$ cat src/shared/vss_map.svh
// constants of the vertical sequence select block: field positions, widths, codes
// assumes inclusion by vss_pkg and the core module only; definitions, no logic
// Summary of operation
// pointer codes 0-3 pick slot directly
// code 4/5 alternate slot pairs even/odd
// software never writes pointer codes 6, 7
// each slot selects one of four patterns
// per-pattern repeat count 0-7 per line
// four 8-bit region change line numbers
// regions advance 0 to 4 at change lines
// normal sequence stays within one line
// sweep runs pulse train across lines
// sweep ignores line sync until repeats done
// sweep only in regions 0 and 3
// sweep mode field decodes 00/01/10/11
// sweep repeat counts up to 2048
// second pulse enable bit gates overlay
// start position compared to pixel counter
// end position compared to same counter
// overlay only in sensor gate line
// AND case: internal wave starts high
// OR case: internal wave starts low
// combine bit per phase, 1 AND, 0 OR
`ifndef VSS_MAP_SVH
`define VSS_MAP_SVH

// ****************************************
// control word at address 0x0a
// ****************************************
`define VSS_CTRL_ADDR 8'h0a
`define VSS_CTRL_SWEEP_LSB 0
`define VSS_CTRL_SWEEP_MSB 1
`define VSS_CTRL_EN_BIT 2
`define VSS_CTRL_COMB_LSB 3
`define VSS_CTRL_COMB_MSB 6

// ****************************************
// widths and codes
// ****************************************
`define VSS_PTR_W 3
`define VSS_SLOT_W 2
`define VSS_REP_W 3
`define VSS_LINE_W 8
`define VSS_SWEEP_W 12
`define VSS_POS_W 13
`define VSS_PTR_PAIR01 3'h4
`define VSS_PTR_PAIR23 3'h5
`define VSS_LAST_REGION 3'h4
`define VSS_SWEEP_MAX 12'h800
`define VSS_LINE_RST 8'h00
`define VSS_REGION_RST 3'h0
`define VSS_PHASE_RST 4'h0

`endif

$ cat src/shared/vss_pkg.sv
// types of the vertical sequence select block
// assumes vss_map.svh sits in the include path
package vss_pkg;
`include "vss_map.svh"

  // one-hot sequencer states
  typedef enum logic [3:0] {
    VSS_IDLE = 4'b0001,
    VSS_RUN = 4'b0010,
    VSS_SWEEP = 4'b0100,
    VSS_DONE = 4'b1000
  } vss_state_t;

  // mode register contents other than the control word
  typedef struct packed {
    logic [4:0][`VSS_PTR_W-1:0] regionPtr;
    logic [3:0][`VSS_SLOT_W-1:0] patternSlot;
    logic [3:0][`VSS_REP_W-1:0] patternRepeat;
    logic [3:0][`VSS_LINE_W-1:0] changeLine;
    logic [`VSS_SWEEP_W-1:0] region0SweepRepeats;
    logic [`VSS_SWEEP_W-1:0] region3SweepRepeats;
    logic [3:0][`VSS_POS_W-1:0] pulseStart;
    logic [3:0][`VSS_POS_W-1:0] pulseEnd;
  } vss_cfg_t;

  // phase bits of the four transfer patterns, pattern index outer
  typedef logic [3:0][3:0] vss_wave_t;
endpackage

$ cat src/core/vss_vertical_select.sv
// vertical sequence select: region tracking, pattern choice, sweep, second pulse
// assumes the pattern generators, line sync and pixel counter run on sys_clk
module vss_vertical_select
  import vss_pkg::*;
(
  input wire logic sys_clk,
  input wire logic rstn,
  input wire logic fieldStart,
  input wire logic lineSync,
  input wire logic sensorGateLine,
  input wire logic [`VSS_POS_W-1:0] stCount,
  input wire logic [7:0] ctrlWord,
  input wire vss_cfg_t cfg,
  input wire vss_wave_t patWave,
  input wire logic [3:0] patRepDone,
  output logic [3:0] vertPhase,
  output logic [2:0] activeRegion,
  output logic sweepActive,
  output logic patternActive
);

  // ****************************************
  // control word decode
  // ****************************************
  wire [1:0] sweepMode = ctrlWord[`VSS_CTRL_SWEEP_MSB:`VSS_CTRL_SWEEP_LSB];
  wire secondEnable = ctrlWord[`VSS_CTRL_EN_BIT];
  wire [3:0] combineAnd = ctrlWord[`VSS_CTRL_COMB_MSB:`VSS_CTRL_COMB_LSB];

  vss_state_t state_q, state_d;
  logic [`VSS_LINE_W-1:0] lineCnt_q, lineCnt_d;
  logic [2:0] region_q, region_d;
  logic [1:0] pat_q;
  logic [`VSS_SWEEP_W-1:0] repCnt_q, repCnt_d;
  logic [`VSS_SWEEP_W-1:0] target_q;
  logic [3:0] vertPhase_q;

  // ****************************************
  // line and region tracking
  // ****************************************
  wire sweeping = (state_q == VSS_SWEEP);
  wire [`VSS_LINE_W-1:0] nextLine = lineCnt_q + `VSS_LINE_W'(1);
  wire [`VSS_LINE_W-1:0] nextChange = cfg.changeLine[region_q[1:0]];
  // region change waits while a sweep holds the line boundaries
  wire regionStep = lineSync && !sweeping && (region_q < `VSS_LAST_REGION)
    && (nextLine >= nextChange);

  always_comb begin
    lineCnt_d = lineCnt_q;
    region_d = region_q;
    if (fieldStart) begin
      lineCnt_d = `VSS_LINE_RST;
      region_d = `VSS_REGION_RST;
    end else if (lineSync) begin
      lineCnt_d = nextLine;
      if (regionStep) begin
        region_d = region_q + 3'h1;
      end
    end
  end

  // ****************************************
  // pointer, slot and pattern selection
  // ****************************************
  wire oddLine = lineCnt_d[0];
  wire [`VSS_PTR_W-1:0] ptrD = cfg.regionPtr[region_d];
  wire ptrDirect = (ptrD < `VSS_PTR_PAIR01);
  wire ptrPair01 = (ptrD == `VSS_PTR_PAIR01);
  wire ptrPair23 = (ptrD == `VSS_PTR_PAIR23);
  // codes 6 and 7 are unused; they simply run no pattern
  wire ptrValid = ptrDirect || ptrPair01 || ptrPair23;
  wire [1:0] slotIdx = ptrDirect ? ptrD[1:0] : {ptrPair23, oddLine};
  wire [1:0] patSel = cfg.patternSlot[slotIdx];
  wire sweepRegion = ((region_d == 3'h0) && sweepMode[0])
    || ((region_d == 3'h3) && sweepMode[1]);
  wire [`VSS_SWEEP_W-1:0] sweepReps = (region_d == 3'h0) ? cfg.region0SweepRepeats
    : cfg.region3SweepRepeats;
  // counts above 2048 are clipped to the sweep maximum
  wire [`VSS_SWEEP_W-1:0] sweepTarget = (sweepReps > `VSS_SWEEP_MAX) ? `VSS_SWEEP_MAX
    : sweepReps;
  wire [`VSS_SWEEP_W-1:0] lineTarget = sweepRegion ? sweepTarget
    : {{(`VSS_SWEEP_W-`VSS_REP_W){1'b0}}, cfg.patternRepeat[patSel]};

  // ****************************************
  // repeat sequencer
  // ****************************************
  wire lineStart = fieldStart || (lineSync && !sweeping);
  wire repDone = patRepDone[pat_q];
  wire [`VSS_SWEEP_W-1:0] repNext = repCnt_q + `VSS_SWEEP_W'(1);
  wire lastRep = repDone && (repNext >= target_q);

  // a new line always restarts the count; only a sweep outlives it
  // line sync inside a sweep is dropped here, so the pulse train is never cut short
  // a field start still aborts a sweep, which keeps a lost frame from hanging it
  always_comb begin
    state_d = state_q;
    repCnt_d = repCnt_q;
    if (lineStart) begin
      repCnt_d = '0;
      if (!ptrValid || (lineTarget == '0)) begin
        state_d = VSS_DONE;
      end else if (sweepRegion) begin
        state_d = VSS_SWEEP;
      end else begin
        state_d = VSS_RUN;
      end
    end else begin
      case (state_q)
        VSS_RUN, VSS_SWEEP: begin
          if (repDone) begin
            repCnt_d = repNext;
          end
          if (lastRep) begin
            state_d = VSS_DONE;
          end
        end
        VSS_IDLE, VSS_DONE: begin
          state_d = state_q;
        end
        default: begin
          state_d = VSS_IDLE;
        end
      endcase
    end
  end

  // sequencer and tracking registers
  always_ff @(posedge sys_clk) begin
    if (!rstn) begin
      state_q <= VSS_IDLE;
      lineCnt_q <= `VSS_LINE_RST;
      region_q <= `VSS_REGION_RST;
      repCnt_q <= '0;
      target_q <= '0;
      pat_q <= 2'h0;
    end else begin
      state_q <= state_d;
      lineCnt_q <= lineCnt_d;
      region_q <= region_d;
      repCnt_q <= repCnt_d;
      if (lineStart) begin
        target_q <= lineTarget;
        pat_q <= patSel;
      end
    end
  end

  // ****************************************
  // second pulse overlay
  // ****************************************
  wire running = (state_q == VSS_RUN) || sweeping;
  wire [3:0] baseWave = running ? patWave[pat_q] : `VSS_PHASE_RST;
  wire overlayOn = secondEnable && sensorGateLine;
  logic [3:0] inWindow;
  logic [3:0] spatWave;
  logic [3:0] mixedWave;

  // window opens at the start position and closes at the end position
  for (genvar i = 0; i < 4; i++) begin : g_phase
    assign inWindow[i] = (stCount >= cfg.pulseStart[i]) && (stCount < cfg.pulseEnd[i]);
    assign spatWave[i] = combineAnd[i] ? !inWindow[i] : inWindow[i];
    assign mixedWave[i] = combineAnd[i] ? (baseWave[i] && spatWave[i])
      : (baseWave[i] || spatWave[i]);
  end

  // only the sensor gate line sees the overlay
  wire [3:0] phaseD = overlayOn ? mixedWave : baseWave;

  always_ff @(posedge sys_clk) begin
    if (!rstn) begin
      vertPhase_q <= `VSS_PHASE_RST;
    end else begin
      vertPhase_q <= phaseD;
    end
  end

  // ****************************************
  // outputs
  // ****************************************
  assign vertPhase = vertPhase_q;
  assign activeRegion = region_q;
  assign sweepActive = sweeping;
  assign patternActive = running;

  // ****************************************
  // checks
  // ****************************************
  property p_field_resets_region;
    @(posedge sys_clk) disable iff (!rstn)
    fieldStart |=> (region_q == 3'h0) && (lineCnt_q == 8'h00);
  endproperty
  a_field_resets_region: assert property (p_field_resets_region)
    else $error("region not cleared by field start");

  property p_direct_pointer;
    @(posedge sys_clk) disable iff (!rstn)
    (lineStart && ptrDirect) |=> (pat_q == $past(cfg.patternSlot[ptrD[1:0]]));
  endproperty
  a_direct_pointer: assert property (p_direct_pointer)
    else $error("direct pointer picked wrong slot");

  property p_pair_pointer;
    @(posedge sys_clk) disable iff (!rstn)
    (lineStart && ptrPair01 && !oddLine) |=> (pat_q == $past(cfg.patternSlot[0]));
  endproperty
  a_pair_pointer: assert property (p_pair_pointer)
    else $error("even line of pair pointer used wrong slot");

  property p_run_bound;
    @(posedge sys_clk) disable iff (!rstn)
    (state_q == VSS_RUN) |-> (repCnt_q < target_q) && (target_q <= 12'h007);
  endproperty
  a_run_bound: assert property (p_run_bound)
    else $error("line repeat count out of range");

  property p_line_restart;
    @(posedge sys_clk) disable iff (!rstn)
    (state_q == VSS_RUN && lineSync) |=> (repCnt_q == '0) && (state_q != VSS_SWEEP || region_q != 3'h1);
  endproperty
  a_line_restart: assert property (p_line_restart)
    else $error("normal sequence survived line sync");

  property p_sweep_holds;
    @(posedge sys_clk) disable iff (!rstn)
    (sweeping && lineSync && !fieldStart && !repDone) |=> sweeping && $stable(region_q);
  endproperty
  a_sweep_holds: assert property (p_sweep_holds)
    else $error("sweep broken by line sync");

  property p_sweep_regions;
    @(posedge sys_clk) disable iff (!rstn)
    sweeping |-> (region_q == 3'h0 && sweepMode[0]) || (region_q == 3'h3 && sweepMode[1]);
  endproperty
  a_sweep_regions: assert property (p_sweep_regions)
    else $error("sweep outside regions 0 and 3");

  property p_sweep_end;
    @(posedge sys_clk) disable iff (!rstn)
    (sweeping && lastRep && !fieldStart) |=> (state_q == VSS_DONE) ##1 (target_q <= 12'h800);
  endproperty
  a_sweep_end: assert property (p_sweep_end)
    else $error("sweep did not stop at its count");

  property p_overlay_off;
    @(posedge sys_clk) disable iff (!rstn)
    (!secondEnable || !sensorGateLine) |=> (vertPhase_q == $past(baseWave));
  endproperty
  a_overlay_off: assert property (p_overlay_off)
    else $error("overlay applied while disabled or off gate line");

  property p_and_case;
    @(posedge sys_clk) disable iff (!rstn)
    (overlayOn && combineAnd[0] && inWindow[0]) |=> !vertPhase_q[0];
  endproperty
  a_and_case: assert property (p_and_case)
    else $error("and case did not pull phase one low");

  property p_or_case;
    @(posedge sys_clk) disable iff (!rstn)
    (overlayOn && !combineAnd[1] && inWindow[1]) |=> vertPhase_q[1];
  endproperty
  a_or_case: assert property (p_or_case)
    else $error("or case did not drive phase two high");

  // ****************************************
  // further checks on selection, regions, sweep and overlay
  // ****************************************
  // these cover the remaining pointer codes and the quiet cases of the overlay,
  // so a broken default path shows up even when the main scenarios pass
  property p_pair01_odd;
    @(posedge sys_clk) disable iff (!rstn)
    (lineStart && ptrPair01 && oddLine) |=> (pat_q == $past(cfg.patternSlot[1]));
  endproperty
  a_pair01_odd: assert property (p_pair01_odd)
    else $error("odd line of pair pointer used wrong slot");

  property p_pair23_even;
    @(posedge sys_clk) disable iff (!rstn)
    (lineStart && ptrPair23 && !oddLine) |=> (pat_q == $past(cfg.patternSlot[2]));
  endproperty
  a_pair23_even: assert property (p_pair23_even)
    else $error("even line of upper pair used wrong slot");

  property p_pair23_odd;
    @(posedge sys_clk) disable iff (!rstn)
    (lineStart && ptrPair23 && oddLine) |=> (pat_q == $past(cfg.patternSlot[3]));
  endproperty
  a_pair23_odd: assert property (p_pair23_odd)
    else $error("odd line of upper pair used wrong slot");

  property p_unused_code;
    @(posedge sys_clk) disable iff (!rstn)
    (lineStart && !ptrValid) |=> (state_q == VSS_DONE);
  endproperty
  a_unused_code: assert property (p_unused_code)
    else $error("unused pointer code started a pattern");

  property p_region_limit;
    @(posedge sys_clk) disable iff (!rstn)
    (region_q <= `VSS_LAST_REGION);
  endproperty
  a_region_limit: assert property (p_region_limit)
    else $error("region beyond the last one");

  property p_region_step;
    @(posedge sys_clk) disable iff (!rstn)
    (lineSync && !fieldStart && !sweeping && (region_q < `VSS_LAST_REGION) && (nextLine >= nextChange))
      |=> (region_q == $past(region_q) + 3'h1);
  endproperty
  a_region_step: assert property (p_region_step)
    else $error("region did not advance at change line");

  property p_normal_regions;
    @(posedge sys_clk) disable iff (!rstn)
    (lineStart && (region_d != 3'h0) && (region_d != 3'h3)) |=> !sweeping;
  endproperty
  a_normal_regions: assert property (p_normal_regions)
    else $error("sweep started in a normal region");

  property p_mode_none;
    @(posedge sys_clk) disable iff (!rstn)
    (lineStart && (sweepMode == 2'h0)) |=> !sweeping;
  endproperty
  a_mode_none: assert property (p_mode_none)
    else $error("sweep started with sweep mode off");

  property p_sweep_clip;
    @(posedge sys_clk) disable iff (!rstn)
    (lineStart && sweepRegion) |=> (target_q <= `VSS_SWEEP_MAX);
  endproperty
  a_sweep_clip: assert property (p_sweep_clip)
    else $error("sweep target above the maximum");

  property p_sweep_count;
    @(posedge sys_clk) disable iff (!rstn)
    sweeping |-> (repCnt_q < target_q);
  endproperty
  a_sweep_count: assert property (p_sweep_count)
    else $error("sweep ran past its repeat count");

  property p_idle_quiet;
    @(posedge sys_clk) disable iff (!rstn)
    (!running && !overlayOn) |=> (vertPhase_q == `VSS_PHASE_RST);
  endproperty
  a_idle_quiet: assert property (p_idle_quiet)
    else $error("phases active with no pattern running");

  property p_run_follows;
    @(posedge sys_clk) disable iff (!rstn)
    (running && !overlayOn) |=> (vertPhase_q == $past(patWave[pat_q]));
  endproperty
  a_run_follows: assert property (p_run_follows)
    else $error("phases do not follow the chosen pattern");

  property p_and_outside;
    @(posedge sys_clk) disable iff (!rstn)
    (overlayOn && combineAnd[0] && !inWindow[0]) |=> (vertPhase_q[0] == $past(baseWave[0]));
  endproperty
  a_and_outside: assert property (p_and_outside)
    else $error("and case changed phase one outside window");

  property p_or_outside;
    @(posedge sys_clk) disable iff (!rstn)
    (overlayOn && !combineAnd[1] && !inWindow[1]) |=> (vertPhase_q[1] == $past(baseWave[1]));
  endproperty
  a_or_outside: assert property (p_or_outside)
    else $error("or case changed phase two outside window");

  c_sweep_entered: cover property (@(posedge sys_clk) disable iff (!rstn) !sweeping ##1 sweeping);
  c_sweep_spans_line: cover property (@(posedge sys_clk) disable iff (!rstn) sweeping && lineSync);
  c_run_done: cover property (@(posedge sys_clk) disable iff (!rstn) state_q == VSS_RUN && lastRep);
  c_overlay: cover property (@(posedge sys_clk) disable iff (!rstn) overlayOn && running && |inWindow);
  c_last_region: cover property (@(posedge sys_clk) disable iff (!rstn) region_q == `VSS_LAST_REGION);

endmodule

$ cat config.mk
export PLATFORM = sky130hd
export DESIGN_NAME = vss_vertical_select
export DESIGN_NICKNAME = d
export VERILOG_FILES = /design/src/shared/vss_pkg.sv /design/src/core/vss_vertical_select.sv
export VERILOG_INCLUDE_DIRS = /design/src /design/src/shared
export SDC_FILE = /design/constraint.sdc
export NUM_CORES = 1
export LEC_CHECK = 0
export ABC_AREA = 1
export BUFFER_PORTS_ARGS = -buffer_cell sky130_fd_sc_hd__buf_2
export CAP_MARGIN = 20
export CORE_MARGIN = 5
export CORE_UTILIZATION = 54
export CTS_CLUSTER_DIAMETER = 120
export CTS_CLUSTER_SIZE = 8
export DETAILED_ROUTE_END_ITERATION = 10
export PLACE_DENSITY = 0.88
export SYNTH_ARGS = -nofsm -noshare
export SYNTH_HDL_FRONTEND = slang
export SYNTH_SLANG_ARGS = --single-unit
$ cat constraint.sdc
create_clock -name sys_clk -period 7.45 [get_ports sys_clk]
set_clock_uncertainty 0.15 [all_clocks]
set_input_delay 1.1175 -clock sys_clk [delete_from_list [all_inputs] [get_ports sys_clk]]
set_output_delay 1.1175 -clock sys_clk [all_outputs]
set_load 0.02 [all_outputs]
# Word-level counts from Yosys, hierarchy flattened
# Index checks and enable logic that the tools add are counted.
[op_classes]
n_reduce_logical = 39
n_lt_le_gt_ge = 18
bitwise_logic = 1
muxes = 36
eq_ne = 9
addsub = 3
[op_table]
columns = ["cell", "count"]
rows = [
  ["$ge 13x13->1", 4],
  ["$lt 13x13->1", 4],
  ["$mux 12", 3],
  ["$mux 4", 6],
  ["$mux 3", 6],
  ["$bmux 8 s2", 1],
  ["$logic_and 1x1->1", 15],
  ["$add 12x1->12 const B", 1],
  ["$ge 12x12->1", 1],
  ["$gt 12x12->1 const B", 1],
  ["$logic_not 12->1", 1],
  ["$lt 2x3->1 const B", 4],
  ["$mux 1", 11],
  ["$logic_or 1x1->1", 10],
  ["$bmux 3 s3", 1],
  ["$add 8x1->8 const B", 1],
  ["$bmux 4 s2", 1],
  ["$ge 8x8->1", 1],
  ["$mux 8", 1],
  ["$pmux 4 s2", 1],
  ["$reduce_or 2->1", 4],
  ["$bmux 3 s2", 1],
  ["$eq 3x3->1 const B", 2],
  ["$logic_not 1->1", 6],
  ["other kinds (16)", 19],
]
[word_totals]
ff_bits = 45
inputBits = 241
elab_cells = 114

# Logic depth before layout (Yosys ltp)
# Gate-level depths: netlist of the first run.
[depth]
word_depth = 21
mapped_depth = 34

# Worst setup path before layout of the first run
# Ideal clock, no wire load.
[synth_path]
kind = "in2reg"
from = "input cfg[139] (netlist bit)"
to = "register state_q[1]"
t_arrival_ns = 3.813
path_slack_ns = 3.414
path_buffers = 1
stages = 27
path_cell_list = "nand2_1 a32o_1 ha_1 nand2_1 nor2_1 nor2_1 nand2_1 nand2_1 nand2_4 nand2_4 nand2_4 nand3_4 nand2_4 inv_4 nand2_8 buf_6 mux2i_1 nand2_1 nor3_2 nand2_1 a21oi_4 nand2_1 nand2_1 nor2_1 nand2_2 nand3_1 a21oi_1"
[synth_via]
elab_chain_cells = 20
word_cells_on_any_way = 34
cone_classes = "3 x order compare; 3 x eq/ne; 18 x mux; 10 x reduce/logical"
[synth_lines]
columns = ["element", "line", "source"]
rows = [
  ["start: declaration", "vss_vertical_select.sv:13", "input wire vss_cfg_t cfg,"],
  ["$bmux 8 s2 (*)", "vss_vertical_select.sv:42", "wire [`VSS_LINE_W-1:0] nextChange = cfg.changeLine[region_q[1:0]];"],
  ["$mux 8 (implied by the code) (*)", "vss_vertical_select.sv:42", ""],
  ["$ge 8x8->1 (*)", "vss_vertical_select.sv:45", "&& (nextLine >= nextChange);"],
  ["$logic_and 1x1->1 (*)", "vss_vertical_select.sv:44", "wire regionStep = lineSync && !sweeping && (region_q < `VSS_LAST_REGION)"],
  ["$mux 3 (*)", "vss_vertical_select.sv:55", "if (regionStep) begin"],
  ["$mux 3 (*)", "vss_vertical_select.sv:53", "end else if (lineSync) begin"],
  ["$mux 3 (*)", "vss_vertical_select.sv:50", "if (fieldStart) begin"],
  ["$bmux 3 s3", "vss_vertical_select.sv:65", "wire [`VSS_PTR_W-1:0] ptrD = cfg.regionPtr[region_d];"],
  ["[4 not listed]", "-", ""],
  ["$mux 2 (implied by the code)", "vss_vertical_select.sv:72", "wire [1:0] patSel = cfg.patternSlot[slotIdx];"],
  ["$bmux 3 s2", "vss_vertical_select.sv:81", ": {{(`VSS_SWEEP_W-`VSS_REP_W){1'b0}}, cfg.patternRepeat[patSel]};"],
  ["$mux 3 (implied by the code)", "vss_vertical_select.sv:81", ""],
  ["$mux 12", "vss_vertical_select.sv:80", "wire [`VSS_SWEEP_W-1:0] lineTarget = sweepRegion ? sweepTarget"],
  ["$logic_not 12->1", "vss_vertical_select.sv:99", "if (!ptrValid || (lineTarget == '0)) begin"],
  ["$logic_or 1x1->1", "vss_vertical_select.sv:99", ""],
  ["$mux 4 (*)", "vss_vertical_select.sv:99", ""],
  ["$mux 4 (*)", "vss_vertical_select.sv:97", "if (lineStart) begin"],
  ["end signal: assignment", "vss_vertical_select.sv:136", "state_q <= state_d;"],
  ["end: declaration", "vss_vertical_select.sv:29", "vss_state_t state_q, state_d;"],
]
# Every way passes the cells marked *; elsewhere a longest branch is shown, timed or not. The select of a mux whose other input is x is not followed.
# A chain may end at the register's enable or synchronous reset.

# Worst setup path in the final report of the first run
[layout_path]
from = "register region_q[0] (netlist: activeRegion[0])"
to = "register state_q[2]"
[layout_via]
elab_chain_cells = 20
word_cells_on_any_way = 37
cone_classes = "1 x add/sub; 4 x order compare; 3 x eq/ne; 18 x mux; 11 x reduce/logical"
[layout_lines]
columns = ["element", "line", "source"]
rows = [
  ["start: declaration", "vss_vertical_select.sv:31", "logic [2:0] region_q, region_d;"],
  ["start signal: assignment", "vss_vertical_select.sv:131", "region_q <= `VSS_REGION_RST;"],
  ["start signal: assignment", "vss_vertical_select.sv:138", "region_q <= region_d;"],
  ["$bmux 8 s2", "vss_vertical_select.sv:42", ""],
  ["$mux 8 (implied by the code)", "vss_vertical_select.sv:42", ""],
  ["$ge 8x8->1", "vss_vertical_select.sv:45", ""],
  ["$logic_and 1x1->1", "vss_vertical_select.sv:44", ""],
  ["$mux 3", "vss_vertical_select.sv:55", ""],
  ["$mux 3 (*)", "vss_vertical_select.sv:53", ""],
  ["$mux 3 (*)", "vss_vertical_select.sv:50", ""],
  ["$bmux 3 s3", "vss_vertical_select.sv:65", ""],
  ["[4 not listed]", "-", ""],
  ["$mux 2 (implied by the code)", "vss_vertical_select.sv:72", ""],
  ["$bmux 3 s2", "vss_vertical_select.sv:81", ""],
  ["$mux 3 (implied by the code)", "vss_vertical_select.sv:81", ""],
  ["$mux 12", "vss_vertical_select.sv:80", ""],
  ["$logic_not 12->1", "vss_vertical_select.sv:99", ""],
  ["$logic_or 1x1->1", "vss_vertical_select.sv:99", ""],
  ["$mux 4 (*)", "vss_vertical_select.sv:99", ""],
  ["$mux 4 (*)", "vss_vertical_select.sv:97", ""],
]
# Marked as above.

==> impl_metrics.tcl, run 1 <==
set metrics [dict create \
    grt_pass1_wl_um 28800 \
    status "finished, final reports clean" \
    hold_viol 0 \
    drive_above_1_share_pct 25.3 \
    wl_per_cell_um 14.2 \
    cp-start-kind "register" \
    finalSetupTns_ps 0 \
    synth_area_per_cell_sq_um 6.64 \
    ys_seq_elements 45 \
    dr.first_iter.drc_count 428 \
    slew_violations 0 \
    post_drt_via_cell_ratio 5.30 \
    layout_min_cycle_time_ps 4430 \
    die_w_um 116 \
    first_global_vias 6455 \
    synthCells 921 \
    holdBufCountCts 0 \
    die-area_sq_um 13500 \
    yosysSeqAreaShare_pct 14.7 \
    vias 6916 \
    clock-sinks 45 \
    mostFrequentLayoutCells "248 x buf_2, 189 x inv_1, 161 x nand2_1" \
    grt_use_total_pct 26.3 \
    crit_top_cell "nand2_1" \
    relSlewSlack_pct 52.3 \
    rows 38 \
    p_leak_uw 0.00449 \
    root_buffer "clkbuf_16" \
    clockBufferDepth 2 \
    max_freq_ghz 0.226 \
    finalNetCount 1528 \
    antenna_cells 0 \
    clkTransAtPathRegs_ps 60 \
    start_util_pct 55.7 \
    hp-class "register to register" \
    hp-start "target_q[3]$_SDFFE_PN0P_" \
    portBuffers 248 \
    maxCapViolations 0 \
    hpwl_um 15800 \
    ir_drop_v 0.0000889 \
    yosysWarnings 0 \
    min_to "target_q[3]$_SDFFE_PN0P_" \
    drc 0 \
    critPathArrivalTime_ps 4500 \
    clk_latency_ps 290 \
    numCtsBuffers 5 \
    finalCritPeriodShare_pct 59.5 \
    die_y_um 116 \
    htree_num_levels 2 \
    synth_top_flop_cell "dfxtp_1" \
    synth_edf_count 0 \
    syn_to_final_growth_pct 24.8 \
    setup_viol 0 \
    drt.antenna.violating_nets 0 \
    fillers 990 \
    pwr_density_cell_nw_per_um2 111 \
    grt_antenna_before_repair 0 \
    ys_types 52 \
    required_ps 7520 \
    async_flop_share_pct 0 \
    tightest_slew_ps 714 \
    core-area_sq_um 11000 \
    tritoncts "yes" \
    crit_fanout 20 \
    place.gp.congestion 0.904 \
    final_core_util_pct 69.5 \
    drt_wl_total_um 18500 \
    drtPass1Iterations 5 \
    reg2reg_to "state_q[2]$_SDFFE_PN0P_" \
    synth_nets 1285 \
    rr_worst_depth 30 \
    cts.repair.resized 0 \
    worstSetupPathType "register to register" \
    end_kind "register" \
    slowest_stage "dfxtp_1" \
    rsz0062_at_grt "no" \
    rr_startpoint "activeRegion[0]$_SDFF_PN0_" \
    io_pins 250 \
    critPathMaxStageDelay_ps 780 \
    synth_area_sq_um 6110 \
    rrSetupSlack_ps 3020 \
    grt_overflow 0 \
    postCtsSetupRepairBufs 0 \
    grt_max_degree 21 \
    whs_path_depth 2 \
    final_common_cell "buf_2" \
]
-- critical path: cells and delay by family, from the launching register on --
kind | cells | cell delay (ps)
simple gates | 24 | 2280
flops | 1 | 780
compound gates | 3 | 460
buf+inv | 2 | 410
fa+ha+maj | 1 | 290
-- flip-flops by register name (all words and copies together) (netlist names) --
signal,cells
vertPhase,4
pat_q,2
target_q,12
lineCnt_q,8
activeRegion,3
state_q,4
repCnt_q,12
-- kinds of logic (layout without fill, tap and decap cells) --
logic type               Yosys count  count (layout)  synth area share, %
AND/OR/NAND/NOR                  327             327                 24.9
buffers and inverters            213             457                 13.3
AO/OA/AOI/OAI                    196             196                 19.3
adder cells (fa/ha/maj)          123             123                 25.2
flip-flops                        45              45                 14.7
XOR/XNOR                          14              14                 2.01
multiplexers                       3               3                0.512
-- per-layer routing --
layer	vias to the layer above	wire [um]	global-route usage, %
met2	270	8660	46.5
met1	3033	7870	32.0
li1	3577	-	-
met4	0	516	9.59
met3	36	1490	4.46
met5	-	0	0
-- layout make-up --
cell class | instances | area, sq um | area share [%]
clock inverter | 2 | 13.8 | 0.180
sequential | 45 | 901 | 11.8
inverter | 201 | 762 | 9.99
multi-input combinational | 663 | 4400 | 57.6
tap | 140 | 175 | 2.30
timing repair buffer | 248 | 1240 | 16.3
clock buffer | 6 | 139 | 1.82
-- through the flow --
step           hold slack (ps)  cell area (sq um)  power [uW]  worst slack [ps]  std cells
2_1_floorplan              295               6110         485              3410        921
3_3_place_gp               311               7480         607              2930       1297
3_5_place_dp               321               7480         619              2850       1297
4_1_cts                    340               7630         849              3040       1305
5_1_grt                    362               7630         910              2570       1305
6_report                   338               7630         849              3020       1305
-- cells in the mapped netlist (7+ instances only) --
master    count  share of area [%]
inv_1       189                 12
xor2_1       14                2.0
nand4_1      22                2.3
o211ai_1      7               0.86
o22ai_1      13                1.3
nor2_1       51                3.1
nand3_1      62                5.1
inv_2         8               0.49
o21ai_1       8               0.65
clkbuf_1      9               0.55
nand2_1     161                9.9
dfxtp_1      45                 15
a211oi_1      7               0.86
ha_1        123                 25
o21ai_0      47                3.8
a32o_1        7                1.1
a21oi_1      81                6.6
-- worst max-delay path by stage --
| stage | start | end | slack (ps) |
|---|---|---|---|
| after floorplan | cfg[139] | state_q[1]$_SDFFE_PN0P_ | 3410 |
| after global placement | cfg[143] | state_q[1]$_SDFFE_PN0P_ | 2930 |
| after detailed placement | cfg[139] | state_q[2]$_SDFFE_PN0P_ | 2850 |
| after CTS | activeRegion[0]$_SDFF_PN0_ | state_q[2]$_SDFFE_PN0P_ | 3040 |
| after global routing | activeRegion[0]$_SDFF_PN0_ | state_q[1]$_SDFFE_PN0P_ | 2570 |
| final | activeRegion[0]$_SDFF_PN0_ | state_q[2]$_SDFFE_PN0P_ | 3020 |
-- report_power, final --
group	total [uW]	switching (uW)	leakage (uW)	internal, uW
sequential	263	10.4	0.000366	252
combinational	355	203	0.00405	151
clock	231	97.9	0.0000768	134
(Power assumes the default switching activity.)
==> run 2: changes to the inputs <==
--- a/config.mk
+++ b/config.mk
@@ -6,15 +6,15 @@
 export SDC_FILE = /design/constraint.sdc
 export NUM_CORES = 1
 export LEC_CHECK = 0
-export ABC_AREA = 1
+export ABC_AREA = 0
 export BUFFER_PORTS_ARGS = -buffer_cell sky130_fd_sc_hd__buf_2
 export CAP_MARGIN = 20
 export CORE_MARGIN = 5
-export CORE_UTILIZATION = 54
+export CORE_UTILIZATION = 46
 export CTS_CLUSTER_DIAMETER = 120
 export CTS_CLUSTER_SIZE = 8
 export DETAILED_ROUTE_END_ITERATION = 10
-export PLACE_DENSITY = 0.88
+export PLACE_DENSITY = 0.8
 export SYNTH_ARGS = -nofsm -noshare
 export SYNTH_HDL_FRONTEND = slang
 export SYNTH_SLANG_ARGS = --single-unit
==> constraint.sdc (replaced) <==
create_clock -name sys_clk -period 3.75 [get_ports sys_clk]
set_clock_uncertainty 0.15 [all_clocks]
set_input_delay 0.5625 -clock sys_clk [delete_from_list [all_inputs] [get_ports sys_clk]]
set_output_delay 0.5625 -clock sys_clk [all_outputs]
set_load 0.02 [all_outputs]
==> impl_metrics.tcl, run 2 <==
set metrics [dict create \
    status "finished, violations left" \
    failed_checks "setup timing" \
    maxCapViolations 0 \
    p_int_uw 1140 \
    grt_overflow 0 \
    async_flop_share_pct 0 \
    synth_area_sq_um 6250 \
    clk_latency_ps 290 \
    die_w_um 127 \
    synthTopCellsByArea "ha_1 25%, dfxtp_1 14%, inv_1 7.9%" \
    top_regs "repCnt_q x12, target_q x12, lineCnt_q x8" \
    path_buf_inv 6 \
    final_area_sq_um 8690 \
    portBuffers 248 \
    hpwl_um 16400 \
    finalNetCount 1444 \
    dp.cells 1229 \
    post-synth-top-count-cell "inv_1" \
    synth_edf_count 0 \
    drt_wl_total_um 20400 \
    clkTransAtPathRegs_ps 60 \
    synth_nets 1133 \
    relSlewSlack_pct 44.5 \
    rows 42 \
    p_leak_uw 0.00481 \
    slew_violations 0 \
    numCtsBuffers 5 \
    mostFrequentLayoutCells "248 x buf_2, 130 x inv_1, 121 x ha_1" \
    start_util_pct 47.0 \
    regArea_sq_um 905 \
    grt_max_degree 24 \
    rsz0062_at_grt "yes" \
    critPathMaxStageDelay_ps 510 \
    critPathArrivalTime_ps 4990 \
    wl_per_cell_um 16.3 \
    rrSetupSlack_ps -1230 \
    tightest_slew_ps 833 \
    drt.antenna.violating_nets 0 \
    core-area_sq_um 13300 \
    fillers 1084 \
    first_global_vias 6802 \
    pwr-share-clk_pct 28.3 \
    synth_area_per_cell_sq_um 8.13 \
    die-area_sq_um 16000 \
    antenna_cells 0 \
    p_sw_uw 528 \
    clockBufferDepth 2 \
    dr.first_iter.drc_count 282 \
    root_buffer "clkbuf_16" \
    post_drt_via_cell_ratio 5.43 \
    switching_share_pct 31.7 \
    htree_num_levels 2 \
    finalCritPeriodShare_pct 133 \
    worstSetupPathType "register to register" \
    setup_viol 17 \
    critPathTopFamily "compound AO/OA/AOI/OAI gates" \
    crit_fanout 6 \
    tritoncts "yes" \
    synth_commonest_cells "131 x inv_1, 123 x ha_1, 57 x a21o_1" \
    seqPwrFrac_pct 30.2 \
    synthCells 769 \
    hold_viol 0 \
    synth_top_cell_by_area "ha_1" \
    required_ps 3760 \
    grt_antenna_before_repair 0 \
    synth_top_area_share_pct 24.6 \
    finalNonFillerCells 1257 \
    synth_top_flop_cell "dfxtp_1" \
    final_common_cell "buf_2" \
    detailed_place.area_sq_um 8060 \
    pwr_density_cell_nw_per_um2 192 \
    end_kind "register" \
    drtPass1Iterations 6 \
    max_freq_ghz 0.201 \
    clock-sinks 45 \
    crit_chain "buf_6, mux4_2, ha_4, nand2b_4, a2111o_1, buf_6, a211o_4, buf_6, a221oi_2, a211o_1, a2111o_1, a22oi_2, buf_4, a2111o_1, nand4_4, mux2i_1, o22ai_2, buf_4, buf_4, nor2_1, o21ai_1" \
    drive_above_1_share_pct 37.2 \
    hp-class "register to register" \
    vias 6825 \
    drc 0 \
    die_y_um 127 \
    layout_min_cycle_time_ps 4980 \
    ir_drop_v 0.000206 \
    finalSetupTns_ps -11830 \
    syn_to_final_growth_pct 39.1 \
    grt_use_total_pct 23.3 \
    io_pins 250 \
    slowest_stage "mux4_2" \
    yosysWarnings 0 \
    ys_seq_elements 45 \
    cp-start-kind "register" \
    final_core_util_pct 65.4 \
    place.gp.congestion 0.929 \
    power.share.combinational_pct 41.5 \
    ys_types 68 \
    grt_pass1_wl_um 30900 \
    fin_ws_ps -1230 \
    yosysSeqAreaShare_pct 14.4 \
    multi_input_area_sq_um 5060 \
]
-- run 2: worst paths after layout --
path | from | depth (start not counted) | endpoint
max | activeRegion[0]$_SDFF_PN0_ | 21 | target_q[0]$_SDFFE_PN0P_
min | target_q[0]$_SDFFE_PN0P_ | 2 | target_q[0]$_SDFFE_PN0P_
max reg2reg | activeRegion[0]$_SDFF_PN0_ | 21 | target_q[0]$_SDFFE_PN0P_
min reg2reg | target_q[0]$_SDFFE_PN0P_ | 2 | target_q[0]$_SDFFE_PN0P_
-- run 2: what timing repair did --
item,in CTS,in global routing
setup endpoints to repair,17,17
pin swaps,14,18
gates cloned,0,0
resized for setup,30,36
setup buffers,12,8
hold buffers,0,0
-- run 2: tightest hold or removal path, delay by kind of cell (launching register included) --
| family | cells | cell delay [ps] |
|---|---|---|
| flip-flops | 1 | 310 |
| AO/OA/AOI/OAI | 1 | 50 |
| AND/OR/NAND/NOR | 1 | 50 |
-- run 2: metrics by stage --
| stage | power, uW | setup WS [ps] | hold WS [ps] |
|---|---|---|---|
| floorplan | 867 | -1130 | 280 |
| global placement | 1120 | -1230 | 294 |
| detailed placement | 1140 | -1380 | 294 |
| CTS | 1640 | -1080 | 310 |
| global route | 1780 | -1370 | 337 |
| finish | 1670 | -1230 | 307 |
-- run 2: per-layer routing --
metal / share of wire, % / track usage (%) / vias up
li1: - / - / 3371
met1: 40 / 27.2 / 3079
met2: 48 / 42.3 / 320
met3: 8.1 / 3.70 / 55
met4: 3.8 / 9.15 / 0
met5: 0 / 0 / -
-- run 2: power groups by stage --
stage	logic (uW)	clock network [uW]	registers (uW)
final	692	472	503
after global routing	771	502	504
after CTS	663	477	503
after detailed placement	624	0	514
after global placement	608	0	513
after floorplan	357	0	511
-- run 2: kinds of logic (layout without fill, tap and decap cells) --
family / count (synthesis) / in the layout / share of synthesized area, %
AND/OR/NAND/NOR: 186 / 186 / 15.8
AO/OA/AOI/OAI: 184 / 184 / 21.0
buffers and inverters: 152 / 464 / 9.37
adder cells (fa/ha/maj): 123 / 123 / 24.6
flip-flops: 45 / 45 / 14.4
multiplexers: 43 / 43 / 9.75
XOR/XNOR: 36 / 36 / 5.05
-- run 2: area by class of cell --
| cell class | count | area share (%) |
|---|---|---|
| Inverter | 132 | 5.70 |
| Tap cell | 176 | 2.53 |
| Multi-Input combinational cell | 572 | 58.2 |
| Sequential cell | 45 | 10.4 |
| Clock buffer | 7 | 1.77 |
| Clock inverter | 1 | 0.101 |
| Timing Repair Buffer | 324 | 21.3 |
==> run 3: changes to the inputs <==
--- a/config.mk
+++ b/config.mk
@@ -15,6 +15,7 @@
 export CTS_CLUSTER_SIZE = 8
 export DETAILED_ROUTE_END_ITERATION = 10
 export PLACE_DENSITY = 0.8
+export REMOVE_ABC_BUFFERS = 1
 export SYNTH_ARGS = -nofsm -noshare
 export SYNTH_HDL_FRONTEND = slang
 export SYNTH_SLANG_ARGS = --single-unit
==> impl_metrics.tcl, run 3 (synthesis results as in run 2) <==
set metrics [dict create \
    status "finished, violations left" \
    failed_checks "setup timing" \
    rows 42 \
    hpwl_um 16600 \
    clockBufferDepth 2 \
    numCtsBuffers 5 \
    cp-start-kind "register" \
    syn_to_final_growth_pct 40.4 \
    post_drt_via_cell_ratio 5.47 \
    grt_overflow 0 \
    clock-sinks 45 \
    start_util_pct 47.0 \
    fin_ws_ps -1150 \
    root_buffer "clkbuf_16" \
    holdBufCountCts 0 \
    crit_fanout 6 \
    finalCritPeriodShare_pct 131 \
    critPathArrivalTime_ps 4910 \
    pwr_density_cell_nw_per_um2 187 \
    grt_use_total_pct 23.8 \
    die_y_um 127 \
    finalNetCount 1445 \
    top_regs "repCnt_q x12, target_q x12, lineCnt_q x8" \
    ir_drop_v 0.000175 \
    hp-class "register to register" \
    wl_per_cell_um 16.7 \
    antenna_cells 0 \
    layout_min_cycle_time_ps 4900 \
    end_kind "register" \
    portBuffers 248 \
    hold_viol 0 \
    grt_pass1_wl_um 31800 \
    max_freq_ghz 0.204 \
    final_core_util_pct 66.0 \
    place.gp.congestion 0.942 \
    pre_cts_ws_ps -1410 \
    first_global_vias 6959 \
    die-area_sq_um 16000 \
    tritoncts "yes" \
    final_common_cell "buf_2" \
    relSlewSlack_pct 40.9 \
    slew_violations 0 \
    p_leak_uw 0.00483 \
    drtPass1Iterations 6 \
    io_pins 250 \
    required_ps 3760 \
    die_w_um 127 \
    core-area_sq_um 13300 \
    maxCapViolations 0 \
    clkTransAtPathRegs_ps 60 \
    grt_max_degree 24 \
    htree_num_levels 2 \
    fillers 1034 \
    setup_viol 17 \
    tightest_slew_ps 886 \
    mostFrequentLayoutCells "248 x buf_2, 130 x inv_1, 121 x ha_1" \
    drt.antenna.violating_nets 0 \
    drive_above_1_share_pct 38.2 \
    grt_antenna_before_repair 0 \
    dr.first_iter.drc_count 350 \
    drt_wl_total_um 21000 \
    worstSetupPathType "register to register" \
    clk_latency_ps 280 \
    vias 6880 \
    drc 0 \
    rsz0062_at_grt "yes" \
]
run 3: cell types whose count changed in the layout (fill, tap and decap cells not counted), sizes merged:
cell	before	now
buf	324	325
clkinv	2	1
run 3: per-layer routing:
| layer | track usage, % | up-vias | share of wire [%] |
|---|---|---|---|
| met2 | 43.4 | 313 | 49 |
| met3 | 3.70 | 65 | 7.2 |
| met1 | 27.7 | 3141 | 39 |
| li1 | - | 3361 | - |
| met4 | 9.34 | 0 | 4.3 |
| met5 | 0 | - | 0 |
run 3: power breakdown:
part | internal, uW | switching (uW)
Sequential | 492 | 10.7
Clock | 261 | 164
Combinational | 366 | 343
Total | 1120 | 518
run 3: critical path, cell delays in order, from the launching register on:
cell	delay (ps)
dfxtp_4	380
mux4_2	530
ha_4	230
nand2b_4	130
a2111o_1	500
a211o_4	410
a31oi_4	290
buf_4	170
o211ai_1	120
o2bb2ai_4	240
buf_4	150
nand2_1	40
a2111o_1	420
nand4_4	180
mux2i_2	320
o221ai_2	170
a211oi_4	220
o22ai_1	120
run 3: area by class of cell:
class / count / area [sq um] / area share (%)
multi-input combinational: 572 / 5130 / 58.5
timing repair buffer: 325 / 1880 / 21.4
sequential: 45 / 906 / 10.3
inverter: 132 / 495 / 5.65
tap: 176 / 220 / 2.51
clock buffer: 7 / 143 / 1.63
run 3: what timing repair did:
item | in CTS | in global routing
pin swaps | 32 | 23
buffers inserted | 9 | 13
hold endpoints to repair | 0 | 0
endpoints found under the setup margin | 17 | 17
gates resized for setup | 46 | 44
run 3: through the flow:
step	hold slack [ps]	area (sq um)	total power (uW)	std cells	setup TNS [ps]
final	330	8770	1640	1257	-9850
after global placement	318	8070	1120	1231	-13260
after global routing	365	8770	1740	1257	-12090
after detailed placement	317	8070	1130	1231	-14760
after CTS	331	8500	1600	1247	-7870
after floorplan	279	6160	857	749	-24070
run 3: path summary, 6_finish.rpt:
| check | slack, ps | startpoint | to | depth (start not counted) |
|---|---|---|---|---|
| max | -1150 | activeRegion[0]$_SDFF_PN0_ | state_q[1]$_SDFFE_PN0P_ | 17 |
| min | 330 | target_q[11]$_SDFFE_PN0P_ | target_q[11]$_SDFFE_PN0P_ | 2 |
| max reg2reg | -1150 | activeRegion[0]$_SDFF_PN0_ | state_q[1]$_SDFFE_PN0P_ | 17 |
| min reg2reg | 330 | target_q[11]$_SDFFE_PN0P_ | target_q[11]$_SDFFE_PN0P_ | 2 |
